===== src/rtl/fps_defs.svh =====
`ifndef FPS_DEFS_SVH
`define FPS_DEFS_SVH
// Register byte offsets
`define FPS_ADDR_FUNC_A 8'h00
`define FPS_ADDR_FUNC_B 8'h04
`define FPS_ADDR_FUNC_C 8'h08
`define FPS_ADDR_BLOCK 8'h0C
`define FPS_ADDR_LVL_LOW 8'h10
`define FPS_ADDR_DLY_LOW 8'h14
`define FPS_ADDR_LVL_HIGH 8'h18
`define FPS_ADDR_DLY_HIGH 8'h1C
`define FPS_ADDR_LVL_RESID 8'h20
`define FPS_ADDR_LVL_ELOW 8'h24
`define FPS_ADDR_LVL_EHIGH 8'h28
`define FPS_ADDR_DLY_ELOW 8'h2C
`define FPS_ADDR_DLY_BREAKER_FAILURE_BACKUP 8'h30
`define FPS_ADDR_CMD 8'h34
`define FPS_ADDR_STATUS 8'h38
// Field positions
`define FPS_FA_MODE_LSB 0
`define FPS_FA_BREAKER_FAILURE_BACKUP 3
`define FPS_FA_DOUBLE 4
`define FPS_FA_HIGH_OC_OFF 6
`define FPS_FA_EARTH_HIGH_OFF 7
`define FPS_FB_ANGLE_LSB 0
`define FPS_FB_DIR_LOW 2
`define FPS_FB_SECTOR_WIDE 3
`define FPS_FB_DIR_HIGH 4
`define FPS_FC_NARROW_OFF 4
`define FPS_CMD_KEEP 0
`define FPS_CMD_ERASE 1
`define FPS_BLK_A_LSB 0
`define FPS_BLK_B_LSB 4
`define FPS_BLK_C_LSB 8
// Reset values
`define FPS_FUNC_RST 8'h00
`define FPS_BLOCK_RST 12'h000
`define FPS_LVL_RST 16'h1000
`define FPS_DLY_RST 19'h003E8
`define FPS_BREAKER_FAILURE_BACKUP_DLY_RST 19'h001F4
// Timing, all delays in milliseconds
`define FPS_CLK_HZ 125000000
`define FPS_TICK_MS 1
`define FPS_DLY_LOW_MIN_MS 19'h00032
`define FPS_DLY_MAX_MS 19'h493E0
`define FPS_DLY_HIGH_MIN_MS 19'h00028
`define FPS_DLY_ELOW_MIN_MS 19'h00064
`define FPS_BREAKER_FAILURE_BACKUP_MIN_MS 19'h00064
`define FPS_BREAKER_FAILURE_BACKUP_MAX_MS 19'h003E8
`define FPS_EARTH_HIGH_DLY_MS 19'h00032
`define FPS_ENERG_WINDOW_MS 6'h3C
// Ratios in percent of a level, the percent scale and the rated neutral current
`define FPS_ENERG_ARM_PCT 24'h00000C
`define FPS_ENERG_ON_PCT 24'h000096
`define FPS_ENERG_OFF_PCT 24'h00007D
`define FPS_PCT_SCALE 24'h000064
`define FPS_NEUTRAL_RATED 16'h1000
`define FPS_NARROW_PCT 24'h000003
// Angles in degrees
`define FPS_SECTOR_NARROW 11'sh046
`define FPS_SECTOR_80 11'sh050
`define FPS_SECTOR_88 11'sh058
`define FPS_ANG_HALF_TURN 11'sh0B4
`define FPS_ANG_FULL_TURN 11'sh168
`define FPS_ANG_STEP 11'sh01E
`define FPS_ANG_M90 11'sh7A6
`endif


===== src/rtl/fps_pkg.sv =====
package fps_pkg;
  // Values from the measurement front end
  typedef struct packed {
    logic [15:0] phase_a;
    logic [15:0] phase_c;
    logic [15:0] neutral;
    logic [15:0] residual;
    logic signed [9:0] angle;
    logic [18:0] idmt_ms;
  } fps_meas_t;
  // Software settings
  typedef struct packed {
    logic [7:0] fs_a;
    logic [7:0] fs_b;
    logic [7:0] fs_c;
    logic [11:0] blk;
    logic [15:0] lvl_low;
    logic [18:0] dly_low;
    logic [15:0] lvl_high;
    logic [18:0] dly_high;
    logic [15:0] lvl_resid;
    logic [15:0] lvl_elow;
    logic [15:0] lvl_ehigh;
    logic [18:0] dly_elow;
    logic [18:0] dly_breaker_failure_backup;
  } fps_cfg_t;
  // Whole module state
  typedef struct packed {
    fps_cfg_t cfg;
    logic [4:0] sync1;
    logic [4:0] sync2;
    logic [4:0] prev;
    logic [16:0] tick_cnt;
    logic [3:0][18:0] stage_cnt;
    logic [3:0] start;
    logic [3:0] start_ind;
    logic [3:0] trip;
    logic op_led;
    logic energ;
    logic arm;
    logic [5:0] arm_cnt;
    logic prev_trip;
    logic breaker_failure_backup_run;
    logic [18:0] breaker_failure_backup_cnt;
    logic backup;
    logic erase;
    logic aw_got;
    logic [7:0] awaddr;
    logic w_got;
    logic [31:0] wdata;
    logic [3:0] wstrb;
    logic bvalid;
    logic [1:0] bresp;
    logic rvalid;
    logic [31:0] rdata;
    logic [1:0] rresp;
  } fps_state_t;
endpackage


===== src/rtl/fps_stage_logic.sv =====
// Chosen here: the AXI4-Lite slave port and the register addresses.
`timescale 1ns/10ps
`include "fps_defs.svh"
module fps_stage_logic
  import fps_pkg::*;
#(
  parameter int MS_TICK_CYCLES = (`FPS_CLK_HZ / 1000) * `FPS_TICK_MS
) (
  input wire logic i_core_clk,
  input wire logic i_reset,
  input wire fps_meas_t i_meas,
  input wire logic i_block_input_a,
  input wire logic i_block_input_b,
  input wire logic i_remote_reset_input,
  input wire logic i_button_program,
  input wire logic i_button_reset,
  input wire logic [7:0] i_axi_awaddr,
  input wire logic i_axi_awvalid,
  output logic o_axi_awready,
  input wire logic [31:0] i_axi_wdata,
  input wire logic [3:0] i_axi_wstrb,
  input wire logic i_axi_wvalid,
  output logic o_axi_wready,
  output logic [1:0] o_axi_bresp,
  output logic o_axi_bvalid,
  input wire logic i_axi_bready,
  input wire logic [7:0] i_axi_araddr,
  input wire logic i_axi_arvalid,
  output logic o_axi_arready,
  output logic [31:0] o_axi_rdata,
  output logic [1:0] o_axi_rresp,
  output logic o_axi_rvalid,
  input wire logic i_axi_rready,
  output logic [3:0] o_start_signal_outs,
  output logic o_primary_trip_out,
  output logic o_backup_trip_out,
  output logic [3:0] o_start_indication,
  output logic [3:0] o_trip_indication,
  output logic o_operation_led,
  output logic o_erase_data,
  output logic o_energized,
  output logic [2:0] o_idmt_curve_sel,
  output logic o_high_oc_infinite,
  output logic o_earth_high_infinite
);

  // Reset image of the settings
  localparam fps_cfg_t CFG_RST = '{fs_a: `FPS_FUNC_RST, fs_b: `FPS_FUNC_RST, fs_c: `FPS_FUNC_RST,
    blk: `FPS_BLOCK_RST, lvl_low: `FPS_LVL_RST, dly_low: `FPS_DLY_RST, lvl_high: `FPS_LVL_RST,
    dly_high: `FPS_DLY_RST, lvl_resid: `FPS_LVL_RST, lvl_elow: `FPS_LVL_RST,
    lvl_ehigh: `FPS_LVL_RST, dly_elow: `FPS_DLY_RST, dly_breaker_failure_backup: `FPS_BREAKER_FAILURE_BACKUP_DLY_RST};
  localparam fps_state_t ST_RST = '{cfg: CFG_RST, default: '0};

  fps_state_t st_reg; // Registered state
  fps_state_t st_next; // Next state
  logic ms_tick; // One-millisecond enable
  logic [3:0] blk; // Per-stage blocking
  logic [3:0] start_now; // Per-stage start
  logic [3:0] trip_now; // Per-stage operate condition
  logic [3:0][18:0] dly; // Per-stage delay in ms
  logic clr_keep; // Reset that keeps recorded data
  logic clr_erase; // Reset that erases recorded data
  logic clr; // Any reset of latches
  logic [15:0] ph_max; // Larger phase current
  logic [16:0] high_lvl; // Effective high phase level
  logic [23:0] ph_pct; // Phase current times 100
  logic low_i0; // Neutral current below 3 % rated
  logic signed [10:0] sector; // Half width of angle sector
  logic [31:0] wmerge; // Write data merged over strobes
  logic [32:0] rd_w; // Lookup for the write address
  logic [32:0] rd_r; // Lookup for the read address
  logic wr_do; // Register write this cycle

  // Clamp a delay setting into its legal range
  function automatic logic [18:0] clamp_ms(input logic [18:0] v, input logic [18:0] lo, input logic [18:0] hi);
    if (v < lo) begin
      return lo;
    end else if (v > hi) begin
      return hi;
    end
    return v;
  endfunction

  // Direction check against basic angle and sector
  function automatic logic in_sector(input logic signed [9:0] ang, input logic [1:0] sel, input logic rev,
                                     input logic signed [10:0] half);
    logic signed [10:0] ref_ang;
    logic signed [10:0] diff;
    ref_ang = `FPS_ANG_M90 + `FPS_ANG_STEP * $signed({9'h000, sel});
    if (rev) begin
      ref_ang = ref_ang + `FPS_ANG_HALF_TURN;
    end
    diff = 11'(ang) - ref_ang;
    if (diff >= `FPS_ANG_HALF_TURN) begin
      diff = diff - `FPS_ANG_FULL_TURN;
    end else if (diff < -`FPS_ANG_HALF_TURN) begin
      diff = diff + `FPS_ANG_FULL_TURN;
    end
    if (diff < -`FPS_ANG_HALF_TURN) begin
      diff = diff + `FPS_ANG_FULL_TURN;
    end
    return (diff <= half) && (diff >= -half);
  endfunction

  // Register read lookup, bit 32 flags an unmapped address
  function automatic logic [32:0] reg_read(input logic [7:0] a, input fps_state_t s);
    logic [32:0] r;
    r = '0;
    if (a == `FPS_ADDR_FUNC_A) begin
      r[7:0] = s.cfg.fs_a;
    end else if (a == `FPS_ADDR_FUNC_B) begin
      r[7:0] = s.cfg.fs_b;
    end else if (a == `FPS_ADDR_FUNC_C) begin
      r[7:0] = s.cfg.fs_c;
    end else if (a == `FPS_ADDR_BLOCK) begin
      r[11:0] = s.cfg.blk;
    end else if (a == `FPS_ADDR_LVL_LOW) begin
      r[15:0] = s.cfg.lvl_low;
    end else if (a == `FPS_ADDR_DLY_LOW) begin
      r[18:0] = s.cfg.dly_low;
    end else if (a == `FPS_ADDR_LVL_HIGH) begin
      r[15:0] = s.cfg.lvl_high;
    end else if (a == `FPS_ADDR_DLY_HIGH) begin
      r[18:0] = s.cfg.dly_high;
    end else if (a == `FPS_ADDR_LVL_RESID) begin
      r[15:0] = s.cfg.lvl_resid;
    end else if (a == `FPS_ADDR_LVL_ELOW) begin
      r[15:0] = s.cfg.lvl_elow;
    end else if (a == `FPS_ADDR_LVL_EHIGH) begin
      r[15:0] = s.cfg.lvl_ehigh;
    end else if (a == `FPS_ADDR_DLY_ELOW) begin
      r[18:0] = s.cfg.dly_elow;
    end else if (a == `FPS_ADDR_DLY_BREAKER_FAILURE_BACKUP) begin
      r[18:0] = s.cfg.dly_breaker_failure_backup;
    end else if (a == `FPS_ADDR_CMD) begin
      r[31:0] = 32'h00000000;
    end else if (a == `FPS_ADDR_STATUS) begin
      r[18:0] = {s.backup, |s.trip, s.op_led, s.energ, s.start_ind, s.trip, s.start, s.breaker_failure_backup_run, 2'h0};
    end else begin
      r[32] = 1'b1;
    end
    return r;
  endfunction

  // Next-state logic for the whole block
  always_comb begin
    st_next = st_reg;
    // Pin synchronisers: block a, block b, remote reset, program, reset buttons
    st_next.sync1 = {i_button_reset, i_button_program, i_remote_reset_input, i_block_input_b, i_block_input_a};
    st_next.sync2 = st_reg.sync1;
    st_next.prev = st_reg.sync2;
    // Millisecond divider
    ms_tick = (st_reg.tick_cnt == 17'(MS_TICK_CYCLES - 1));
    st_next.tick_cnt = ms_tick ? 17'h00000 : st_reg.tick_cnt + 17'h00001;
    // Register write: both channels taken in either order
    rd_w = reg_read(st_reg.awaddr, st_reg);
    wr_do = 1'b0;
    clr_keep = 1'b0;
    clr_erase = 1'b0;
    if (i_axi_awvalid && o_axi_awready) begin
      st_next.aw_got = 1'b1;
      st_next.awaddr = i_axi_awaddr;
    end
    if (i_axi_wvalid && o_axi_wready) begin
      st_next.w_got = 1'b1;
      st_next.wdata = i_axi_wdata;
      st_next.wstrb = i_axi_wstrb;
    end
    for (int b = 0; b < 4; b++) begin
      wmerge[8*b +: 8] = st_reg.wstrb[b] ? st_reg.wdata[8*b +: 8] : rd_w[8*b +: 8];
    end
    if (st_reg.aw_got && st_reg.w_got && !st_reg.bvalid) begin
      wr_do = 1'b1;
      st_next.aw_got = 1'b0;
      st_next.w_got = 1'b0;
      st_next.bvalid = 1'b1;
      st_next.bresp = rd_w[32] ? 2'h2 : 2'h0;
    end else if (st_reg.bvalid && i_axi_bready) begin
      st_next.bvalid = 1'b0;
    end
    if (wr_do) begin
      if (st_reg.awaddr == `FPS_ADDR_FUNC_A) begin
        st_next.cfg.fs_a = wmerge[7:0];
      end else if (st_reg.awaddr == `FPS_ADDR_FUNC_B) begin
        st_next.cfg.fs_b = wmerge[7:0];
      end else if (st_reg.awaddr == `FPS_ADDR_FUNC_C) begin
        st_next.cfg.fs_c = wmerge[7:0];
      end else if (st_reg.awaddr == `FPS_ADDR_BLOCK) begin
        st_next.cfg.blk = wmerge[11:0];
      end else if (st_reg.awaddr == `FPS_ADDR_LVL_LOW) begin
        st_next.cfg.lvl_low = wmerge[15:0];
      end else if (st_reg.awaddr == `FPS_ADDR_DLY_LOW) begin
        st_next.cfg.dly_low = wmerge[18:0];
      end else if (st_reg.awaddr == `FPS_ADDR_LVL_HIGH) begin
        st_next.cfg.lvl_high = wmerge[15:0];
      end else if (st_reg.awaddr == `FPS_ADDR_DLY_HIGH) begin
        st_next.cfg.dly_high = wmerge[18:0];
      end else if (st_reg.awaddr == `FPS_ADDR_LVL_RESID) begin
        st_next.cfg.lvl_resid = wmerge[15:0];
      end else if (st_reg.awaddr == `FPS_ADDR_LVL_ELOW) begin
        st_next.cfg.lvl_elow = wmerge[15:0];
      end else if (st_reg.awaddr == `FPS_ADDR_LVL_EHIGH) begin
        st_next.cfg.lvl_ehigh = wmerge[15:0];
      end else if (st_reg.awaddr == `FPS_ADDR_DLY_ELOW) begin
        st_next.cfg.dly_elow = wmerge[18:0];
      end else if (st_reg.awaddr == `FPS_ADDR_DLY_BREAKER_FAILURE_BACKUP) begin
        st_next.cfg.dly_breaker_failure_backup = wmerge[18:0];
      end else if (st_reg.awaddr == `FPS_ADDR_CMD) begin
        clr_keep = st_reg.wdata[`FPS_CMD_KEEP] && st_reg.wstrb[0];
        clr_erase = st_reg.wdata[`FPS_CMD_ERASE] && st_reg.wstrb[0];
      end
    end
    // Register read: answer one cycle after the address is taken
    rd_r = reg_read(i_axi_araddr, st_reg);
    if (st_reg.rvalid && i_axi_rready) begin
      st_next.rvalid = 1'b0;
    end
    if (i_axi_arvalid && o_axi_arready) begin
      st_next.rvalid = 1'b1;
      st_next.rdata = rd_r[31:0];
      st_next.rresp = rd_r[32] ? 2'h2 : 2'h0;
    end
    // Local buttons and external control input; program alone keeps data, program with reset held erases data
    if (st_reg.sync2[3] && !st_reg.prev[3]) begin
      clr_keep = clr_keep || !st_reg.sync2[4];
      clr_erase = clr_erase || st_reg.sync2[4];
    end
    clr_erase = clr_erase || (st_reg.sync2[2] && !st_reg.prev[2]);
    clr = clr_keep || clr_erase;
    st_next.erase = clr_erase;
    // Blocking routed from three inputs to four stages
    for (int k = 0; k < 4; k++) begin
      blk[k] = (st_reg.sync2[0] && st_reg.cfg.blk[`FPS_BLK_A_LSB + k]) ||
               (st_reg.sync2[1] && st_reg.cfg.blk[`FPS_BLK_B_LSB + k]) ||
               (st_reg.sync2[2] && st_reg.cfg.blk[`FPS_BLK_C_LSB + k]);
    end
    // Energization detection
    ph_max = (i_meas.phase_a > i_meas.phase_c) ? i_meas.phase_a : i_meas.phase_c;
    ph_pct = 24'(ph_max) * `FPS_PCT_SCALE;
    if (ph_pct < 24'(st_reg.cfg.lvl_low) * `FPS_ENERG_ARM_PCT) begin
      st_next.arm = 1'b1;
      st_next.arm_cnt = 6'h00;
    end else if (st_reg.arm && ph_pct > 24'(st_reg.cfg.lvl_low) * `FPS_ENERG_ON_PCT) begin
      st_next.energ = 1'b1;
      st_next.arm = 1'b0;
    end else if (st_reg.arm && ms_tick) begin
      st_next.arm_cnt = st_reg.arm_cnt + 6'h01;
      st_next.arm = (st_reg.arm_cnt + 6'h01) < `FPS_ENERG_WINDOW_MS;
    end
    if (st_reg.energ && ph_pct < 24'(st_reg.cfg.lvl_low) * `FPS_ENERG_OFF_PCT) begin
      st_next.energ = 1'b0;
    end
    high_lvl = (st_reg.energ && st_reg.cfg.fs_a[`FPS_FA_DOUBLE]) ? {st_reg.cfg.lvl_high, 1'b0}
                                                                 : {1'b0, st_reg.cfg.lvl_high};
    // Sector width with low-current narrowing
    low_i0 = 24'(i_meas.neutral) * `FPS_PCT_SCALE < 24'(`FPS_NEUTRAL_RATED) * `FPS_NARROW_PCT;
    if (low_i0 && !st_reg.cfg.fs_c[`FPS_FC_NARROW_OFF]) begin
      sector = `FPS_SECTOR_NARROW;
    end else begin
      sector = st_reg.cfg.fs_b[`FPS_FB_SECTOR_WIDE] ? `FPS_SECTOR_88 : `FPS_SECTOR_80;
    end
    // Stage starts: 0 low phase, 1 high phase, 2 low earth, 3 high earth
    start_now[1] = ({1'b0, ph_max} > high_lvl) && !st_reg.cfg.fs_a[`FPS_FA_HIGH_OC_OFF] && !blk[1];
    start_now[0] = (ph_max > st_reg.cfg.lvl_low) && !blk[0] && !start_now[1];
    start_now[2] = (i_meas.residual > st_reg.cfg.lvl_resid) && (i_meas.neutral > st_reg.cfg.lvl_elow) &&
                   in_sector(i_meas.angle, st_reg.cfg.fs_b[1:0], st_reg.cfg.fs_b[`FPS_FB_DIR_LOW], sector) &&
                   !blk[2];
    start_now[3] = (i_meas.residual > st_reg.cfg.lvl_resid) && (i_meas.neutral > st_reg.cfg.lvl_ehigh) &&
                   in_sector(i_meas.angle, st_reg.cfg.fs_b[1:0], st_reg.cfg.fs_b[`FPS_FB_DIR_HIGH], sector) &&
                   !st_reg.cfg.fs_a[`FPS_FA_EARTH_HIGH_OFF] && !blk[3];
    // Operate delays per stage
    if (st_reg.cfg.fs_a[2:0] == 3'h0) begin
      dly[0] = clamp_ms(st_reg.cfg.dly_low, `FPS_DLY_LOW_MIN_MS, `FPS_DLY_MAX_MS);
    end else begin
      dly[0] = i_meas.idmt_ms;
    end
    dly[1] = clamp_ms(st_reg.cfg.dly_high, `FPS_DLY_HIGH_MIN_MS, `FPS_DLY_MAX_MS);
    dly[2] = clamp_ms(st_reg.cfg.dly_elow, `FPS_DLY_ELOW_MIN_MS, `FPS_DLY_MAX_MS);
    dly[3] = `FPS_EARTH_HIGH_DLY_MS;
    // Timers, trip latches and indications; a new trip wins over a clear
    for (int k = 0; k < 4; k++) begin
      trip_now[k] = start_now[k] && (st_reg.stage_cnt[k] >= dly[k]);
      if (!start_now[k]) begin
        st_next.stage_cnt[k] = 19'h00000;
      end else if (ms_tick && !trip_now[k]) begin
        st_next.stage_cnt[k] = st_reg.stage_cnt[k] + 19'h00001;
      end
      st_next.trip[k] = trip_now[k] || (st_reg.trip[k] && !clr);
      st_next.start_ind[k] = start_now[k] ||
                             (st_reg.start_ind[k] && st_reg.cfg.fs_c[k] && !clr);
    end
    st_next.start = start_now;
    st_next.op_led = (|trip_now) || (st_reg.op_led && !clr);
    // Breaker failure backup timer
    st_next.prev_trip = |st_next.trip;
    if (!st_reg.cfg.fs_a[`FPS_FA_BREAKER_FAILURE_BACKUP]) begin
      st_next.breaker_failure_backup_run = 1'b0;
    end else if ((|st_next.trip) && !st_reg.prev_trip) begin
      st_next.breaker_failure_backup_run = 1'b1;
      st_next.breaker_failure_backup_cnt = 19'h00000;
    end else if (st_reg.breaker_failure_backup_run && !(|start_now)) begin
      st_next.breaker_failure_backup_run = 1'b0;
    end else if (st_reg.breaker_failure_backup_run && ms_tick) begin
      st_next.breaker_failure_backup_cnt = st_reg.breaker_failure_backup_cnt + 19'h00001;
      if ((st_reg.breaker_failure_backup_cnt + 19'h00001) >= clamp_ms(st_reg.cfg.dly_breaker_failure_backup, `FPS_BREAKER_FAILURE_BACKUP_MIN_MS, `FPS_BREAKER_FAILURE_BACKUP_MAX_MS)) begin
        st_next.breaker_failure_backup_run = 1'b0;
      end
    end
    st_next.backup = (st_reg.breaker_failure_backup_run && !st_next.breaker_failure_backup_run && ms_tick && (|start_now) &&
                      st_reg.cfg.fs_a[`FPS_FA_BREAKER_FAILURE_BACKUP]) || (st_reg.backup && !clr);
  end

  // State register
  always_ff @(posedge i_core_clk) begin
    if (i_reset) begin
      st_reg <= ST_RST;
    end else begin
      st_reg <= st_next;
    end
  end

  // Outputs
  assign o_axi_awready = !st_reg.aw_got && !st_reg.bvalid;
  assign o_axi_wready = !st_reg.w_got && !st_reg.bvalid;
  assign o_axi_bvalid = st_reg.bvalid;
  assign o_axi_bresp = st_reg.bresp;
  assign o_axi_arready = !st_reg.rvalid;
  assign o_axi_rvalid = st_reg.rvalid;
  assign o_axi_rdata = st_reg.rdata;
  assign o_axi_rresp = st_reg.rresp;
  assign o_start_signal_outs = st_reg.start;
  assign o_primary_trip_out = |st_reg.trip;
  assign o_backup_trip_out = st_reg.backup;
  assign o_start_indication = st_reg.start_ind;
  assign o_trip_indication = st_reg.trip;
  assign o_operation_led = st_reg.op_led;
  assign o_erase_data = st_reg.erase;
  assign o_energized = st_reg.energ;
  assign o_idmt_curve_sel = st_reg.cfg.fs_a[2:0];
  assign o_high_oc_infinite = st_reg.cfg.fs_a[`FPS_FA_HIGH_OC_OFF];
  assign o_earth_high_infinite = st_reg.cfg.fs_a[`FPS_FA_EARTH_HIGH_OFF];
endmodule


===== config.mk =====
export PLATFORM = sky130hd
export DESIGN_NAME = fps_stage_logic
export DESIGN_NICKNAME = d
export VERILOG_FILES = /design/src/rtl/fps_pkg.sv /design/src/rtl/fps_stage_logic.sv
export VERILOG_INCLUDE_DIRS = /design/src /design/src/rtl
export SDC_FILE = /design/constraint.sdc
export NUM_CORES = 2
export LEC_CHECK = 0
export BUFFER_PORTS_ARGS = -buffer_cell sky130_fd_sc_hd__buf_4
export CORE_ASPECT_RATIO = 0.7
export CORE_UTILIZATION = 55
export DETAILED_ROUTE_END_ITERATION = 8
export GPL_TIMING_DRIVEN = 1
export PLACE_DENSITY = 0.73
export SYNTH_ARGS = -nofsm -noshare
export SYNTH_HDL_FRONTEND = slang
export SYNTH_SLANG_ARGS = --single-unit
export TNS_END_PERCENT = 20

===== constraint.sdc =====
create_clock -name i_core_clk -period 9.8 [get_ports i_core_clk]
set_clock_uncertainty 0.2 [all_clocks]
set_input_delay 0.98 -clock i_core_clk [delete_from_list [all_inputs] [get_ports i_core_clk]]
set_output_delay 0.98 -clock i_core_clk [all_outputs]
set_load 0.02 [all_outputs]

==> impl_metrics.py <==
metrics = {
    "grt": {
        "grtUsageTotal": 0.371,
        "overflow": 0,
        "grt_first_pass_wirelength_um": 190000,
        "antenna_found_initial": 0,
        "grt_max_degree": 89,
        "grt_pass1_vias": 31100,
    },
    "setup_path": {
        "critPathLaunchType": "flip-flop",
        "worst_ep_required_time_ns": 10.06,
        "setup.worst_path.end_class": "flip-flop",
        "critPathArrivalTime_ns": 9.39,
        "r2r-start": "st_reg[412]",
        "r2r_end": "st_reg[103]",
        "cp_slowest_cell": "a21oi_2",
        "critPathKind": "flip-flop to flip-flop",
        "path_common_cell": "ha_1",
        "critPathMaxFanout": 25,
        "endpoint": "st_reg[103]",
        "critPathMaxStageDelay_ns": 0.50,
        "cp-startpoint": "st_reg[412]",
        "r2r_slack_ns": 0.67,
        "ff2ff_path_depth": 36,
    },
    "sta": {
        "holdWs_ns": 0.242,
        "final-hold-violation-count": 0,
        "slew-limit-headroom": 0.0948,
        "finalCritPeriodShare": 0.931,
        "grt_setup_unrepaired": "false",
        "maxSlewViolCount": 0,
        "worstMarginPinSlew_ns": 1.36,
        "setup_viol": 0,
        "max_clock_freq_mhz": 110,
        "period_needed_ns": 9.13,
    },
    "synthesis": {
        "syn_area_per_cell_um2": 8.07,
        "synth_most_common_cell": "ha_1",
        "synth_top_family_by_area": "adder cells",
        "synth_common_cells": "ha_1 (506), nor2_1 (460), nand2_1 (426), dfxtp_1 (396), inv_1 (370)",
        "syn-cell-area_mm2": 0.0358,
        "synth_top_area_cell": "dfxtp_1",
        "synth_ff_type": "dfxtp_1",
        "synth_xor_area_frac": 0.0479,
        "synth-simple-area-share": 0.186,
        "synth_edf_count": 0,
        "syn-instance-count": 4438,
        "ys_seq_area_frac": 0.221,
        "synth_cell_types": 103,
        "synthArstFlopShare": 0,
        "synth_area_leaders": "dfxtp_1 (22%), ha_1 (18%), fa_1 (5.6%)",
        "yosys_warnings": 0,
        "synth.area.mux_share": 0.0239,
        "synthAdderAreaFrac": 0.233,
        "synth-seq-cells": 396,
        "synth-compound-area-share": 0.218,
        "synth_top_cell_area_share": 0.221,
    },
    "floorplanning": {
        "fp-row-count": 77,
        "dieArea_mm2": 0.0661,
        "die_w_um": 307,
        "die_y_um": 215,
        "start_util": 0.561,
        "pin_count": 220,
        "coreArea_mm2": 0.0638,
    },
    "status": {
        "status": "finished with violations",
        "violations": "DRC",
    },
    "cts": {
        "cts_hold_buffers": 0,
        "clk_pin_slew_ns": 0.06,
        "clock-sinks": 396,
        "ctsResizeCount": 0,
        "cts_tree": "yes",
        "ctsHtreeMaxLevel": 2,
        "clk_path_buf_depth": 3,
        "cts_setup_buffers": 0,
        "root_buffer": "clkbuf_16",
        "clk_latency_ns": 0.59,
        "cts_made_buffers": 42,
    },
    "final_layout": {
        "drive_above_1_share": 0.0977,
        "largest_register_ffs": 342,
        "area_growth_pct": 10.3,
        "instances_no_fill": 5456,
        "nNetsFinal": 5317,
    },
    "placement": {
        "io_buffers": 190,
        "placed_cells": 5378,
        "gp_congestion": 1.04,
        "dp_hpwl_um": 97200,
    },
    "job": {
        "cap_violations": 0,
    },
    "power": {
        "vdd_ir_drop_max_mv": 0.111,
        "power.density_mw_per_mm2": 141,
        "leakagePower_nw": 16.9,
    },
    "drt": {
        "vias": 33800,
        "viasPerCell": 6.19,
        "totalWireLength_um": 125000,
        "drt_iter0_drc": 4278,
        "drc_errors": 6,
        "first_pass_iters": 9,
        "wl_per_cell_um": 22.9,
        "drtAntennaViolNets": 0,
    },
    "hold_path": {
        "hold_path_class": "flip-flop to flip-flop",
    },
}
## worst min-delay path by stage
stage	from	endpoint	cells past startpoint
floorplan	st_next[226]	st_next[221]	1
global placement	st_next[229]	st_next[224]	1
detailed placement	st_next[227]	st_next[222]	1
CTS	st_next[230]	st_next[225]	1
global route	st_reg[204]	st_reg[204]	1
finish	st_next[230]	st_next[225]	1
## metal layers
layer / track usage / routed length, um / up-vias / part of all wire
li1: - / - / 16000 / -
met1: 0.554 / 58000 / 16000 / 0.46
met2: 0.513 / 49000 / 1523 / 0.39
met3: 0.104 / 14600 / 220 / 0.12
met4: 0.0980 / 3510 / 0 / 0.028
met5: 0 / 0 / - / 0
## area by class of cell
type	count	area [um^2]
diodes	2	5.00
flip-flops and latches	396	7930
multi-input cells	3474	25600
inverters	374	1400
fillers	5725	24300
repair buffers	265	2000
clock buffers	52	1160
well taps	869	1090
clock inverters	24	299
## report_power, final
part / internal (mW) / switching, mW / total [mW] / leakage [nW]
Sequential: 1.63 / 0.0321 / 1.67 / 3.20
Clock: 0.985 / 0.731 / 1.72 / 0.707
Combinational: 0.836 / 1.37 / 2.20 / 13.0
## layout by cell type (no fill, tap or decap), types with 23 or more instances in the layout
master     instances
xnor2_1          113
a21o_1            62
o21ai_0          149
clkbuf_16         43
and3_1            41
nand2_1          426
a222oi_1          34
a21oi_1          336
ha_1             506
nand3_1           85
nand2b_1          47
nand4_1           60
inv_1            370
a31oi_1           32
a221oi_1          38
a211oi_1         138
nor2b_1           60
o21a_1            52
conb_1            28
nor2_1           458
a22oi_1           67
fa_1             101
nor3_1            64
a221o_1           25
dfxtp_1          395
nand3b_1          23
or3_1             31
mux2i_1           55
xor2_1            74
buf_4            264
## per-stage QoR
step	total power [mW]	setup TNS [ns]	setup slack (ns)	utilization	cell area, um^2
global placement	3.78	0	0.263	0.596	38000
CTS	5.53	0	0.533	0.619	39500
finish	5.58	0	0.674	0.619	39500
global route	5.91	0	0.0165	0.619	39500
floorplan	3.16	0	0.802	-	35900
detailed placement	3.83	-0.0114	-0.0114	0.596	38000
## worst max-delay path: cells and delay by family, from the launching register on
kind                     cells  cell delay, ns
AO/OA/AOI/OAI               14            3.28
XOR/XNOR                     3            1.09
adder cells (fa/ha/maj)      6            1.65
buffers and inverters        2            0.49
flip-flops                   1            0.31
multiplexers                 4            0.82
AND/OR/NAND/NOR              7            1.18
## cells by family (layout without fill, tap and decap cells)
group                      after synthesis  in the layout
muxes                                   81             81
AOI/OAI and AO/OA                     1141           1141
buffers and inverters                  594            715
adders and majority gates              607            607
and+or+nand+nor                       1426           1426
xor gates and xnor gates               191            191
other                                    2             30
DFF                                    396            396
No activity file was read; power rests on OpenSTA's default activity.
